===== config.mk =====
export PLATFORM = sky130hd
export DESIGN_NAME = calendar_clock_alarm_stopwatch
export DESIGN_NICKNAME = d
export VERILOG_FILES = /design/src/rtc_edge_sync.v /design/src/rtc_prescaler.v /design/src/calendar_clock_alarm_stopwatch.v
export VERILOG_INCLUDE_DIRS = /design/src
export SDC_FILE = /design/constraint.sdc
export NUM_CORES = 1
export LEC_CHECK = 0
export CORE_ASPECT_RATIO = 1.5
export CORE_MARGIN = 5
export CORE_UTILIZATION = 64
export DETAILED_ROUTE_END_ITERATION = 7
export DONT_BUFFER_PORTS = 1
export PLACE_DENSITY = 0.89
export SLEW_MARGIN = 30
export SYNTH_ARGS = -nofsm -noshare
export SYNTH_HDL_FRONTEND = slang
export SYNTH_SLANG_ARGS = --single-unit
export TNS_END_PERCENT = 1

===== constraint.sdc =====
create_clock -name pclk -period 2.6 [get_ports pclk]
set_input_delay 0.13 -clock pclk [delete_from_list [all_inputs] [get_ports pclk]]
set_output_delay 0.13 -clock pclk [all_outputs]
set_load 0.005 [all_outputs]

===== src/rtc_map.vh =====
`ifndef RTC_MAP_VH
`define RTC_MAP_VH

// ****************************************************************
// Register offsets (byte addresses on the APB)
// ****************************************************************
`define ADDR_W       8
`define OFF_TIME     8'h00
`define OFF_CTRL     8'h04
`define OFF_ALARM1   8'h08
`define OFF_ALARM2   8'h0c
`define OFF_SWATCH   8'h10
`define OFF_STATUS   8'h14
`define OFF_MASK     8'h18

// ****************************************************************
// Time word layout (TIME, ALARM1, ALARM2)
// ****************************************************************
`define SEC_LSB      0
`define SEC_MSB      5
`define MIN_LSB      8
`define MIN_MSB      13
`define HOUR_LSB     16
`define HOUR_MSB     20
`define DAY_LSB      24
`define DAY_MSB      31
`define SEC_MAX      6'h3b
`define MIN_MAX      6'h3b
`define HOUR_MAX     5'h17

// ****************************************************************
// Control bits
// ****************************************************************
`define CTRL_W       4
`define CTRL_AL1     0
`define CTRL_AL2     1
`define CTRL_SW      2
`define CTRL_WAKE    3

// ****************************************************************
// Status and mask bits
// ****************************************************************
`define ST_W         6
`define ST_SEC       0
`define ST_MIN       1
`define ST_DAY       2
`define ST_AL1       3
`define ST_AL2       4
`define ST_SW        5

// ****************************************************************
// Stopwatch and prescaler
// ****************************************************************
`define SW_W         16
`define PRE_W        16
`define PRE_DIV_DEF  16'h8000

`endif


===== src/rtc_edge_sync.v =====
`timescale 1ns/1ns

module rtc_edge_sync
(
  pclk,
  presetn,
  pin_in,
  rise
);
  input  wire pclk;
  input  wire presetn;
  input  wire pin_in;
  output wire rise;

  reg meta_r;
  reg sync_r;
  reg prev_r;
  reg rise_r;

  // ****************************************************************
  // Two-flop synchroniser, edge detect only on the second flop
  // ****************************************************************
  always @(posedge pclk or negedge presetn)
  begin
    if (!presetn)
    begin
      meta_r <= 1'h0;
      sync_r <= 1'h0;
      prev_r <= 1'h0;
      rise_r <= 1'h0;
    end
    else
    begin
      meta_r <= pin_in;
      sync_r <= meta_r;
      prev_r <= sync_r;
      rise_r <= sync_r & ~prev_r;
    end
  end

  assign rise = rise_r;

endmodule // rtc_edge_sync


===== src/rtc_prescaler.v =====
`timescale 1ns/1ns
`include "rtc_map.vh"

module rtc_prescaler
#(
  parameter [`PRE_W-1:0] DIV = `PRE_DIV_DEF
)
(
  pclk,
  presetn,
  edge_in,
  tick
);
  input  wire pclk;
  input  wire presetn;
  input  wire edge_in;
  output wire tick;

  reg [`PRE_W-1:0] cnt_r;
  reg              tick_r;

  // ****************************************************************
  // Crystal edge counter
  // ****************************************************************
  always @(posedge pclk or negedge presetn)
  begin
    if (!presetn)
    begin
      cnt_r  <= {`PRE_W{1'h0}};
      tick_r <= 1'h0;
    end
    else
    begin
      tick_r <= 1'h0;
      if (edge_in)
      begin
        if (cnt_r >= DIV - {{(`PRE_W-1){1'h0}}, 1'h1})
        begin
          cnt_r  <= {`PRE_W{1'h0}};
          tick_r <= 1'h1;
        end
        else
        begin
          cnt_r <= cnt_r + {{(`PRE_W-1){1'h0}}, 1'h1};
        end
      end
    end
  end

  assign tick = tick_r;

endmodule // rtc_prescaler


===== src/calendar_clock_alarm_stopwatch.v =====
`timescale 1ns/1ns
`include "rtc_map.vh"

// Contract
// - Prescale crystal edges to one-second tick
// - Seconds, minutes, hours, days cascaded counters
// - Enabled alarm interrupts on counter match
// - First alarm matches time of day
// - Second alarm matches day and time
// - Stopwatch loads, decrements once per minute
// - Enabled stopwatch underflow raises interrupt
// - Selectable second, minute, day tick interrupts
// - Keeps counting during processor low power
// - Any interrupt can wake the processor
// - Wake only when wakeup enable set
module calendar_clock_alarm_stopwatch
#(
  parameter [`PRE_W-1:0] PRE_DIV = `PRE_DIV_DEF
)
(
  pclk,
  presetn,
  psel,
  penable,
  pwrite,
  paddr,
  pwdata,
  prdata,
  pready,
  pslverr,
  xtal_in,
  irq,
  wake_req
);
  input  wire               pclk;
  input  wire               presetn;
  input  wire               psel;
  input  wire               penable;
  input  wire               pwrite;
  input  wire [`ADDR_W-1:0] paddr;
  input  wire [31:0]        pwdata;
  output wire [31:0]        prdata;
  output wire               pready;
  output wire               pslverr;
  input  wire               xtal_in;
  output wire               irq;
  output wire               wake_req;

  // ****************************************************************
  // Helper functions
  // ****************************************************************
  function [31:0] pack_time;
    input [5:0] s;
    input [5:0] m;
    input [4:0] h;
    input [7:0] d;
    begin
      pack_time                          = 32'h0000_0000;
      pack_time[`SEC_MSB:`SEC_LSB]       = s;
      pack_time[`MIN_MSB:`MIN_LSB]       = m;
      pack_time[`HOUR_MSB:`HOUR_LSB]     = h;
      pack_time[`DAY_MSB:`DAY_LSB]       = d;
    end
  endfunction

  function addr_hit;
    input [`ADDR_W-1:0] a;
    begin
      case (a)
        `OFF_TIME,
        `OFF_CTRL,
        `OFF_ALARM1,
        `OFF_ALARM2,
        `OFF_SWATCH,
        `OFF_STATUS,
        `OFF_MASK: addr_hit = 1'h1;
        default:   addr_hit = 1'h0;
      endcase
    end
  endfunction

  // ****************************************************************
  // Declarations
  // ****************************************************************
  reg [5:0]         sec_r;
  reg [5:0]         min_r;
  reg [4:0]         hour_r;
  reg [7:0]         day_r;
  reg [`CTRL_W-1:0] ctrl_r;
  reg [5:0]         al1_sec_r;
  reg [5:0]         al1_min_r;
  reg [4:0]         al1_hour_r;
  reg [5:0]         al2_sec_r;
  reg [5:0]         al2_min_r;
  reg [4:0]         al2_hour_r;
  reg [7:0]         al2_day_r;
  reg [`SW_W-1:0]   sw_r;
  reg               sw_arm_r;
  reg [`ST_W-1:0]   status_r;
  reg [`ST_W-1:0]   status_nxt;
  reg [`ST_W-1:0]   mask_r;
  reg               tick_d_r;
  reg [31:0]        prdata_r;
  reg [31:0]        rd_mux;
  reg               irq_r;
  reg               wake_r;

  wire              xtal_rise;
  wire              sec_tick;
  wire              sec_wrap;
  wire              min_wrap;
  wire              hour_wrap;
  wire              hit;
  wire              wr_en;
  wire              rd_setup;
  wire              wr_time;
  wire              wr_ctrl;
  wire              wr_al1;
  wire              wr_al2;
  wire              wr_sw;
  wire              wr_status;
  wire              wr_mask;
  wire              al1_ev;
  wire              al2_ev;
  wire              sw_ev;
  wire [`ST_W-1:0]  ev;
  wire [`ST_W-1:0]  clr;

  // ****************************************************************
  // Crystal input and prescaler
  // ****************************************************************
  // The crystal is far slower than pclk, so plain oversampling is safe
  rtc_edge_sync u_sync
  (
    .pclk    (pclk),
    .presetn (presetn),
    .pin_in  (xtal_in),
    .rise    (xtal_rise)
  );

  rtc_prescaler #(.DIV(PRE_DIV)) u_pre
  (
    .pclk    (pclk),
    .presetn (presetn),
    .edge_in (xtal_rise),
    .tick    (sec_tick)
  );

  // ****************************************************************
  // APB decode
  // ****************************************************************
  assign hit       = addr_hit(paddr);
  assign wr_en     = psel & penable & pwrite & hit;
  assign rd_setup  = psel & ~penable & ~pwrite;
  assign wr_time   = wr_en & (paddr == `OFF_TIME);
  assign wr_ctrl   = wr_en & (paddr == `OFF_CTRL);
  assign wr_al1    = wr_en & (paddr == `OFF_ALARM1);
  assign wr_al2    = wr_en & (paddr == `OFF_ALARM2);
  assign wr_sw     = wr_en & (paddr == `OFF_SWATCH);
  assign wr_status = wr_en & (paddr == `OFF_STATUS);
  assign wr_mask   = wr_en & (paddr == `OFF_MASK);

  assign pready    = 1'h1;
  assign pslverr   = psel & penable & ~hit;

  // ****************************************************************
  // Time-keeping cascade
  // ****************************************************************
  // Compare with >= so an out-of-range value written by software
  // still wraps at the next tick instead of running to all ones
  assign sec_wrap  = sec_tick & (sec_r >= `SEC_MAX);
  assign min_wrap  = sec_wrap & (min_r >= `MIN_MAX);
  assign hour_wrap = min_wrap & (hour_r >= `HOUR_MAX);

  // No low-power input gates this block; it counts whatever the core does
  always @(posedge pclk or negedge presetn)
  begin
    if (!presetn)
    begin
      sec_r  <= 6'h00;
      min_r  <= 6'h00;
      hour_r <= 5'h00;
      day_r  <= 8'h00;
    end
    else if (wr_time)
    begin
      sec_r  <= pwdata[`SEC_MSB:`SEC_LSB];
      min_r  <= pwdata[`MIN_MSB:`MIN_LSB];
      hour_r <= pwdata[`HOUR_MSB:`HOUR_LSB];
      day_r  <= pwdata[`DAY_MSB:`DAY_LSB];
    end
    else
    begin
      if (sec_tick)
      begin
        sec_r <= sec_wrap ? 6'h00 : sec_r + 6'h01;
      end
      if (sec_wrap)
      begin
        min_r <= min_wrap ? 6'h00 : min_r + 6'h01;
      end
      if (min_wrap)
      begin
        hour_r <= hour_wrap ? 5'h00 : hour_r + 5'h01;
      end
      if (hour_wrap)
      begin
        day_r <= day_r + 8'h01;
      end
    end
  end

  // ****************************************************************
  // Control and alarm settings
  // ****************************************************************
  always @(posedge pclk or negedge presetn)
  begin
    if (!presetn)
    begin
      ctrl_r     <= {`CTRL_W{1'h0}};
      al1_sec_r  <= 6'h00;
      al1_min_r  <= 6'h00;
      al1_hour_r <= 5'h00;
      al2_sec_r  <= 6'h00;
      al2_min_r  <= 6'h00;
      al2_hour_r <= 5'h00;
      al2_day_r  <= 8'h00;
      mask_r     <= {`ST_W{1'h0}};
    end
    else
    begin
      if (wr_ctrl)
      begin
        ctrl_r <= pwdata[`CTRL_W-1:0];
      end
      if (wr_al1)
      begin
        al1_sec_r  <= pwdata[`SEC_MSB:`SEC_LSB];
        al1_min_r  <= pwdata[`MIN_MSB:`MIN_LSB];
        al1_hour_r <= pwdata[`HOUR_MSB:`HOUR_LSB];
      end
      if (wr_al2)
      begin
        al2_sec_r  <= pwdata[`SEC_MSB:`SEC_LSB];
        al2_min_r  <= pwdata[`MIN_MSB:`MIN_LSB];
        al2_hour_r <= pwdata[`HOUR_MSB:`HOUR_LSB];
        al2_day_r  <= pwdata[`DAY_MSB:`DAY_LSB];
      end
      if (wr_mask)
      begin
        mask_r <= pwdata[`ST_W-1:0];
      end
    end
  end

  // ****************************************************************
  // Alarm comparators
  // ****************************************************************
  // Checked one cycle after the tick, once the counters show the new
  // second; a time write that lands on a match does not fire unless it comes in the sec_tick cycle
  always @(posedge pclk or negedge presetn)
  begin
    if (!presetn)
    begin
      tick_d_r <= 1'h0;
    end
    else
    begin
      tick_d_r <= sec_tick;
    end
  end

  assign al1_ev = tick_d_r & ctrl_r[`CTRL_AL1] &
                  (sec_r == al1_sec_r) & (min_r == al1_min_r) &
                  (hour_r == al1_hour_r);
  assign al2_ev = tick_d_r & ctrl_r[`CTRL_AL2] &
                  (sec_r == al2_sec_r) & (min_r == al2_min_r) &
                  (hour_r == al2_hour_r) & (day_r == al2_day_r);

  // ****************************************************************
  // Stopwatch
  // ****************************************************************
  // Disarms at underflow so it reports once per load, not every minute
  assign sw_ev = sec_wrap & ctrl_r[`CTRL_SW] & sw_arm_r &
                 (sw_r == {`SW_W{1'h0}}) & ~wr_sw;

  always @(posedge pclk or negedge presetn)
  begin
    if (!presetn)
    begin
      sw_r     <= {`SW_W{1'h0}};
      sw_arm_r <= 1'h0;
    end
    else if (wr_sw)
    begin
      sw_r     <= pwdata[`SW_W-1:0];
      sw_arm_r <= 1'h1;
    end
    else if (sec_wrap & ctrl_r[`CTRL_SW] & sw_arm_r)
    begin
      if (sw_r == {`SW_W{1'h0}})
      begin
        sw_arm_r <= 1'h0;
      end
      else
      begin
        sw_r <= sw_r - {{(`SW_W-1){1'h0}}, 1'h1};
      end
    end
  end

  // ****************************************************************
  // Interrupt status, mask and wake
  // ****************************************************************
  assign ev[`ST_SEC] = sec_tick;
  assign ev[`ST_MIN] = sec_wrap;
  assign ev[`ST_DAY] = hour_wrap;
  assign ev[`ST_AL1] = al1_ev;
  assign ev[`ST_AL2] = al2_ev;
  assign ev[`ST_SW]  = sw_ev;

  assign clr = wr_status ? pwdata[`ST_W-1:0] : {`ST_W{1'h0}};

  // A new event wins over a write-one-to-clear in the same cycle
  always @*
  begin
    status_nxt = (status_r & ~clr) | ev;
  end

  always @(posedge pclk or negedge presetn)
  begin
    if (!presetn)
    begin
      status_r <= {`ST_W{1'h0}};
      irq_r    <= 1'h0;
      wake_r   <= 1'h0;
    end
    else
    begin
      status_r <= status_nxt;
      irq_r    <= |(status_r & mask_r);
      wake_r   <= |(status_r & mask_r) & ctrl_r[`CTRL_WAKE];
    end
  end

  assign irq      = irq_r;
  assign wake_req = wake_r;

  // ****************************************************************
  // Read path
  // ****************************************************************
  always @*
  begin
    case (paddr)
      `OFF_TIME:   rd_mux = pack_time(sec_r, min_r, hour_r, day_r);
      `OFF_CTRL:   rd_mux = {{(32-`CTRL_W){1'h0}}, ctrl_r};
      `OFF_ALARM1: rd_mux = pack_time(al1_sec_r, al1_min_r, al1_hour_r, 8'h00);
      `OFF_ALARM2: rd_mux = pack_time(al2_sec_r, al2_min_r, al2_hour_r, al2_day_r);
      `OFF_SWATCH: rd_mux = {{(32-`SW_W){1'h0}}, sw_r};
      `OFF_STATUS: rd_mux = {{(32-`ST_W){1'h0}}, status_r};
      `OFF_MASK:   rd_mux = {{(32-`ST_W){1'h0}}, mask_r};
      default:     rd_mux = 32'h0000_0000;
    endcase
  end

  // Captured in the setup cycle so the access phase can finish at once
  always @(posedge pclk or negedge presetn)
  begin
    if (!presetn)
    begin
      prdata_r <= 32'h0000_0000;
    end
    else if (rd_setup)
    begin
      prdata_r <= rd_mux;
    end
  end

  assign prdata = prdata_r;

endmodule // calendar_clock_alarm_stopwatch


# --- After elaboration in Yosys (flattened, before gate mapping) ---
# Cells that the tools add are included.
totals:
  reg_bits: 156
  in_bits: 46
  output_inout_bits: 36
  word_cells: 125
classes:
  addsub: 6
  n_lt_le_gt_ge: 4
  eq_ne: 14
  n_mux: 23
  n_bitwise: 40
  reduce_logical: 12
op_table:
  columns: ["cell", "count"]
  rows:
  - ["$pmux 32 s7", 1]
  - ["$mux 16", 4]
  - ["$mux 6", 7]
  - ["$and 1x1->1", 31]
  - ["$eq 6x6->1", 4]
  - ["$eq 8x5->1 const B", 3]
  - ["$add 16x1->16 const B", 1]
  - ["$eq 8x4->1 const B", 2]
  - ["$ge 16x15->1 const B", 1]
  - ["$logic_not 16->1", 1]
  - ["$mux 8", 2]
  - ["$sub 16x1->16 const B", 1]
  - ["$mux 5", 3]
  - ["$add 6x1->6 const B", 2]
  - ["$and 6x6->6", 2]
  - ["$ge 6x6->1 const B", 2]
  - ["$reduce_bool 2->1", 6]
  - ["$eq 5x5->1", 2]
  - ["$add 8x1->8 const B", 1]
  - ["$eq 8x3->1 const B", 1]
  - ["$eq 8x8->1", 1]
  - ["$logic_not 8->1", 1]
  - ["$reduce_or 7->1", 1]
  - ["$mux 1", 6]
  - ["other kinds (8)", 13]

# --- Logic depth before layout (Yosys ltp) ---
logic_depth:
  ltp_word: 9
  depth_mapped: 9

# --- Modules after synthesis ---
# Synthesis repeated with hierarchy kept, for this count alone.
hier_totals:
  cells_unflattened: 822
  hier_area_um2: 8304.2
modules_own_cells:
  columns: ["mod", "instances", "cells_each", "area_per_inst_um2", "seq_area_each_um2"]
  rows:
  - ["calendar_clock_alarm_stopwatch", 1, 731, 7325.8, 3303.2]
  - ["rtc_prescaler", 1, 86, 864.6, 425.4]
  - ["rtc_edge_sync", 1, 5, 113.9, 100.1]

# --- Worst setup path before layout ---
# No wires, ideal clock.
synth_timing:
  path_type: "register -> register"
  from: "reg sec_r[0]"
  to: "reg day_r[6]"
  t_arrival_ns: 1.814
  path_slack_ns: 0.704
  path_stages_with_launch: 8
  path_cell_list: "dfrtp_1 -> ha_1 -> o211a_1 -> and2_1 -> nand3_1 -> clkbuf_1 -> or3_1 -> a31oi_1"
synth_via:
  elab_chain_len: 5
synth_lines:
  columns: ["element", "line_no", "text"]
  rows:
  - ["from (decl)", "calendar_clock_alarm_stopwatch.v:85", "reg [5:0] sec_r;"]
  - ["from (signal assigned)", "calendar_clock_alarm_stopwatch.v:187", "sec_r <= pwdata[`SEC_MSB:`SEC_LSB];"]
  - ["from (signal assigned)", "calendar_clock_alarm_stopwatch.v:196", "sec_r <= sec_wrap ? 6'h00 : sec_r + 6'h01;"]
  - ["$ge 6x6->1 (no source line)", null, null]
  - ["$and 1x1->1", "calendar_clock_alarm_stopwatch.v:171", "assign sec_wrap = sec_tick & (sec_r >= `SEC_MAX);"]
  - ["$and 1x1->1", "calendar_clock_alarm_stopwatch.v:172", "assign min_wrap = sec_wrap & (min_r >= `MIN_MAX);"]
  - ["$and 1x1->1", "calendar_clock_alarm_stopwatch.v:173", "assign hour_wrap = min_wrap & (hour_r >= `HOUR_MAX);"]
  - ["$reduce_bool 2->1 (no source line)", null, null]
  - ["to (signal assigned)", "calendar_clock_alarm_stopwatch.v:190", "day_r <= pwdata[`DAY_MSB:`DAY_LSB];"]
  - ["to (signal assigned)", "calendar_clock_alarm_stopwatch.v:208", "day_r <= day_r + 8'h01;"]
  - ["to (decl)", "calendar_clock_alarm_stopwatch.v:88", "reg [7:0] day_r;"]
# Every way passes these cells.
# A chain may end at the register's enable or synchronous reset.

# --- Worst setup path in the final report ---
layout_timing:
  from: "reg min_r[1]"
  to: "reg day_r[4]"
layout_via:
  elab_chain_len: 4
layout_lines:
  columns: ["element", "line_no", "text"]
  rows:
  - ["from (decl)", "calendar_clock_alarm_stopwatch.v:86", "reg [5:0] min_r;"]
  - ["from (signal assigned)", "calendar_clock_alarm_stopwatch.v:188", "min_r <= pwdata[`MIN_MSB:`MIN_LSB];"]
  - ["from (signal assigned)", "calendar_clock_alarm_stopwatch.v:200", "min_r <= min_wrap ? 6'h00 : min_r + 6'h01;"]
  - ["$ge 6x6->1 (no source line)", null, null]
  - ["$and 1x1->1", "calendar_clock_alarm_stopwatch.v:172", null]
  - ["$and 1x1->1", "calendar_clock_alarm_stopwatch.v:173", null]
  - ["$reduce_bool 2->1 (no source line)", null, null]
# Every way passes these cells.

==> summary.txt <==
Timing
  • Setup violators final: 0
  • Final min period: 2.28 ns
  • Normalized max-slew margin: 41.3%
  • Peak clock frequency supported by timing: 438 MHz
  • Fin. Hold Viols: 153
  • Fin. max-slew vios: 0
  • Max Clock Skew: 0.0111 ns
  • Worst Setup Slack, final: 0.319 ns
  • Crit share post-route: 87.7%
  • Final worst hold slack: -0.610 ns
  • Final TNS setup: 0 ns
  • Worst-margin pin slew: 0.874 ns
  • RSZ-0062 raised after global routing: false

Power
  • VDD IR-drop max: 391 µV
  • Leakage power summed over all cells: 0.00385 µW
  • Power per standard cell area: 563 nW/µm²

Floorplan
  • Initial Utilization: 65.4%
  • Site row count: 50
  • Area enclosed by the die boundary: 15,300 µm²
  • Number of ports placed on the die boundary: 82
  • Horizontal die dimension: 103 µm
  • Core outline area: 12,600 µm²
  • Chip height: 149 µm

Worst setup path
  • Crit path kind: reg2reg
  • Crit path buffers/inverters: 1
  • Data arrival time of the critical path: 2.56 ns
  • Cell chain of the critical path: ha_1 -> nor2_1 -> nor3b_1 -> nand3_1 -> buf_4 -> o21ai_0 -> a31oi_1
  • Crit. path cell count: 7
  • Reg2reg setup slack: 0.32 ns
  • Data required, critical path: 2.88 ns
  • Worst stage delay on the critical path: 0.50 ns
  • RR Endpoint: day_r[4]
  • Slowest library cell on the worst path: sky130_fd_sc_hd__dfrtp_1
  • Sort of element at the end of the critical path: flip-flop
  • Startpoint types: flip-flop
  • Family of cells with the greatest summed delay on the critical path: simple AND/OR/NAND/NOR gates
  • Crit path max fanout: 8
  • Worst R2R Path Depth: 7
  • Launch point of the worst reg-to-reg path: min_r[1]

Yosys
  • Async set-reset flop share out of synthesis: 100%
  • Most frequent cell after synthesis: sky130_fd_sc_hd__dfrtp_1
  • Number of warnings issued by yosys: 0
  • Cell taking the most area after synthesis: sky130_fd_sc_hd__dfrtp_1
  • Cells after Synth: 803
  • Average cell area after synthesis: 10.2 µm²
  • Distinct cell type count of the synthesized netlist: 66
  • EDFF count, synth: 0
  • Cell Area, Synth: 8230 µm²
  • Proportion of synthesized chip area in sequential cells: 46.5%
  • Leading post-synthesis cells by cell area: sky130_fd_sc_hd__dfrtp_1 47%, sky130_fd_sc_hd__mux2_2 4.7%, sky130_fd_sc_hd__xor2_1 3.8%, sky130_fd_sc_hd__mux2_4 3.6%, sky130_fd_sc_hd__xnor2_1 3.3%
  • Share of Yosys cell area claimed by the top area cell type: 46.5%
  • Yosys reg bits: 153
  • Predominant post-synthesis flop cell: sky130_fd_sc_hd__dfrtp_1
  • List of most frequent post-synthesis cells: 153 x sky130_fd_sc_hd__dfrtp_1, 71 x sky130_fd_sc_hd__nand2_1, 69 x sky130_fd_sc_hd__nor2_1

Route
  • Routed len/inst: 23.2 µm
  • Routed wire length: 22.8 mm
  • Vias per std cell: 6.81
  • Final antenna-violating net count: 0
  • Vias post-DR: 6,697
  • First drt pass iteration count: 7
  • Count of routing violations after the opening detailed-route iteration: 770
  • Drt drc: 0

Placement
  • Routability congestion estimate: 0.957
  • Number of input and output port buffers inserted: 0
  • Final HPWL from detailed placement: 14.8 mm
  • Post-place setup slack: 0.428 ns

Global route
  • GRT overflow: 0
  • Maximum number of pins on one net before global-route repair: 154
  • Wire length of the first global-routing pass: 36.8 mm
  • Total routing resource utilization after global routing: 31.3%
  • Via count of the first global-routing pass: 7,026
  • Antenna violations before repair: 0

Clock network
  • CTS tree: yes
  • TritonCTS Sinks: 153
  • Number of buffers added by the clock tree synthesis step: 17
  • Hold bufs inserted after CTS: 33
  • Clock transition at the registers of the reported paths: 0.07 ns
  • Clk root buf: sky130_fd_sc_hd__clkbuf_16
  • Max Root-Sink Buffers: 2
  • Latest clock arrival within the worst-skew pair: 0.43 ns
  • Htree depth: 4

Layout
  • Fraction of final layout cells with drive strength greater than 1: 13.9%
  • Nets@finish: 868
  • Area added between synthesis and finish: 11.1%
  • Antenna diode count: 0

Run status
  • Status: finished, violations left
  • Failing checks: negative hold slack

Min path
  • Kind of path behind the tightest hold check: in2async

Job
  • Max-cap check violation count: 0
kinds of logic after synthesis:
family | synth area share, %
xor gates and xnor gates | 7.13
other | 0.0913
DFF | 46.5
and+or+nand+nor | 18.8
buffers and inverters | 3.65
muxes | 11.7
adders and majority gates | 1.06
AOI/OAI and AO/OA | 11.1
state kept, by name (all words and copies together) (netlist names), 8 cells and up:
signal	cells
prdata	29
sw_r	16
u_pre.cnt_r	16
al2_day_r	8
day_r	8
power breakdown:
| group | switching (µW) | internal (µW) |
|---|---|---|
| Combinational | 136 | 135 |
| Clock | 996 | 1350 |
| Sequential | 80.7 | 2460 |
placed cells by master, fill, tap and decap left out, types with 4 or more instances in the layout:
cell	netlist	routed
sky130_fd_sc_hd__a311oi_1	4	4
sky130_fd_sc_hd__nor2_1	69	69
sky130_fd_sc_hd__ha_1	7	7
sky130_fd_sc_hd__nand2b_1	6	6
sky130_fd_sc_hd__dfrtp_1	153	153
sky130_fd_sc_hd__inv_1	9	9
sky130_fd_sc_hd__buf_4	5	11
sky130_fd_sc_hd__nor2b_1	12	12
sky130_fd_sc_hd__nor4_1	8	8
sky130_fd_sc_hd__nand3_1	41	41
sky130_fd_sc_hd__xor2_1	36	36
sky130_fd_sc_hd__mux2_2	34	34
sky130_fd_sc_hd__dlygate4sd3_1	0	33
sky130_fd_sc_hd__mux2i_1	19	19
sky130_fd_sc_hd__nand4_1	20	20
sky130_fd_sc_hd__nor3_1	14	14
sky130_fd_sc_hd__clkinvlp_4	0	5
sky130_fd_sc_hd__conb_1	2	4
sky130_fd_sc_hd__mux2_4	20	20
sky130_fd_sc_hd__or3_1	8	8
sky130_fd_sc_hd__a22oi_1	11	11
sky130_fd_sc_hd__and2_1	6	6
sky130_fd_sc_hd__clkbuf_16	0	17
sky130_fd_sc_hd__a31oi_1	15	15
sky130_fd_sc_hd__mux4_2	4	4
sky130_fd_sc_hd__a2bb2oi_1	6	6
sky130_fd_sc_hd__a221oi_1	10	10
sky130_fd_sc_hd__clkbuf_1	32	5
sky130_fd_sc_hd__nand2_1	71	71
sky130_fd_sc_hd__and3_1	6	6
sky130_fd_sc_hd__o221ai_1	6	6
sky130_fd_sc_hd__xnor2_1	31	31
sky130_fd_sc_hd__a21oi_1	25	25
sky130_fd_sc_hd__o21ai_0	42	42
repair_timing:
item | 4_1_cts | 5_1_grt
buffers inserted | 0 | 0
gates resized for setup | 0 | 1
endpoints found under the hold margin | 261 | 153
endpoints found under the setup margin | 0 | 2
per-stage QoR:
stage / cell area [µm²] / instances / hold slack, ns / util [%] / power [µW]
after floorplan: 8240 / 805 / -0.166 / - / 2740
after global placement: 8250 / 919 / -0.160 / 65.6 / 2760
final: 9140 / 984 / -0.610 / 72.7 / 5150
after global routing: 9140 / 984 / -0.617 / 72.7 / 5280
after CTS: 9130 / 984 / -0.602 / 72.6 / 5120
after detailed placement: 8250 / 919 / -0.160 / 65.6 / 2780
layer usage:
layer	vias up	wire length, µm	global-route usage, %
li1	2896	-	-
met1	3289	7900	35.2
met2	397	11700	52.4
met3	115	1650	6.60
met4	0	1570	20.6
met5	-	0	0
worst max path at each step:
stage             start  endpoint  slack, ns
2_1_floorplan  sec_r[0]  day_r[6]       0.70
3_3_place_gp    sw_r[0]  sw_arm_r       0.49
3_5_place_dp    sw_r[0]  sw_arm_r       0.43
4_1_cts        min_r[1]  day_r[4]       0.34
5_1_grt        min_r[1]  day_r[6]       0.14
6_report       min_r[1]  day_r[4]       0.32
layout make-up:
class | instances | area (µm²)
Tap cell | 156 | 195
Multi-Input combinational cell | 590 | 4120
Clock buffer | 23 | 458
Clock inverter | 9 | 93.8
Timing Repair Buffer | 44 | 413
Inverter | 9 | 33.8
Sequential cell | 153 | 3830
Fill cell | 790 | 3430
Power figures use the tool's default switching activity.
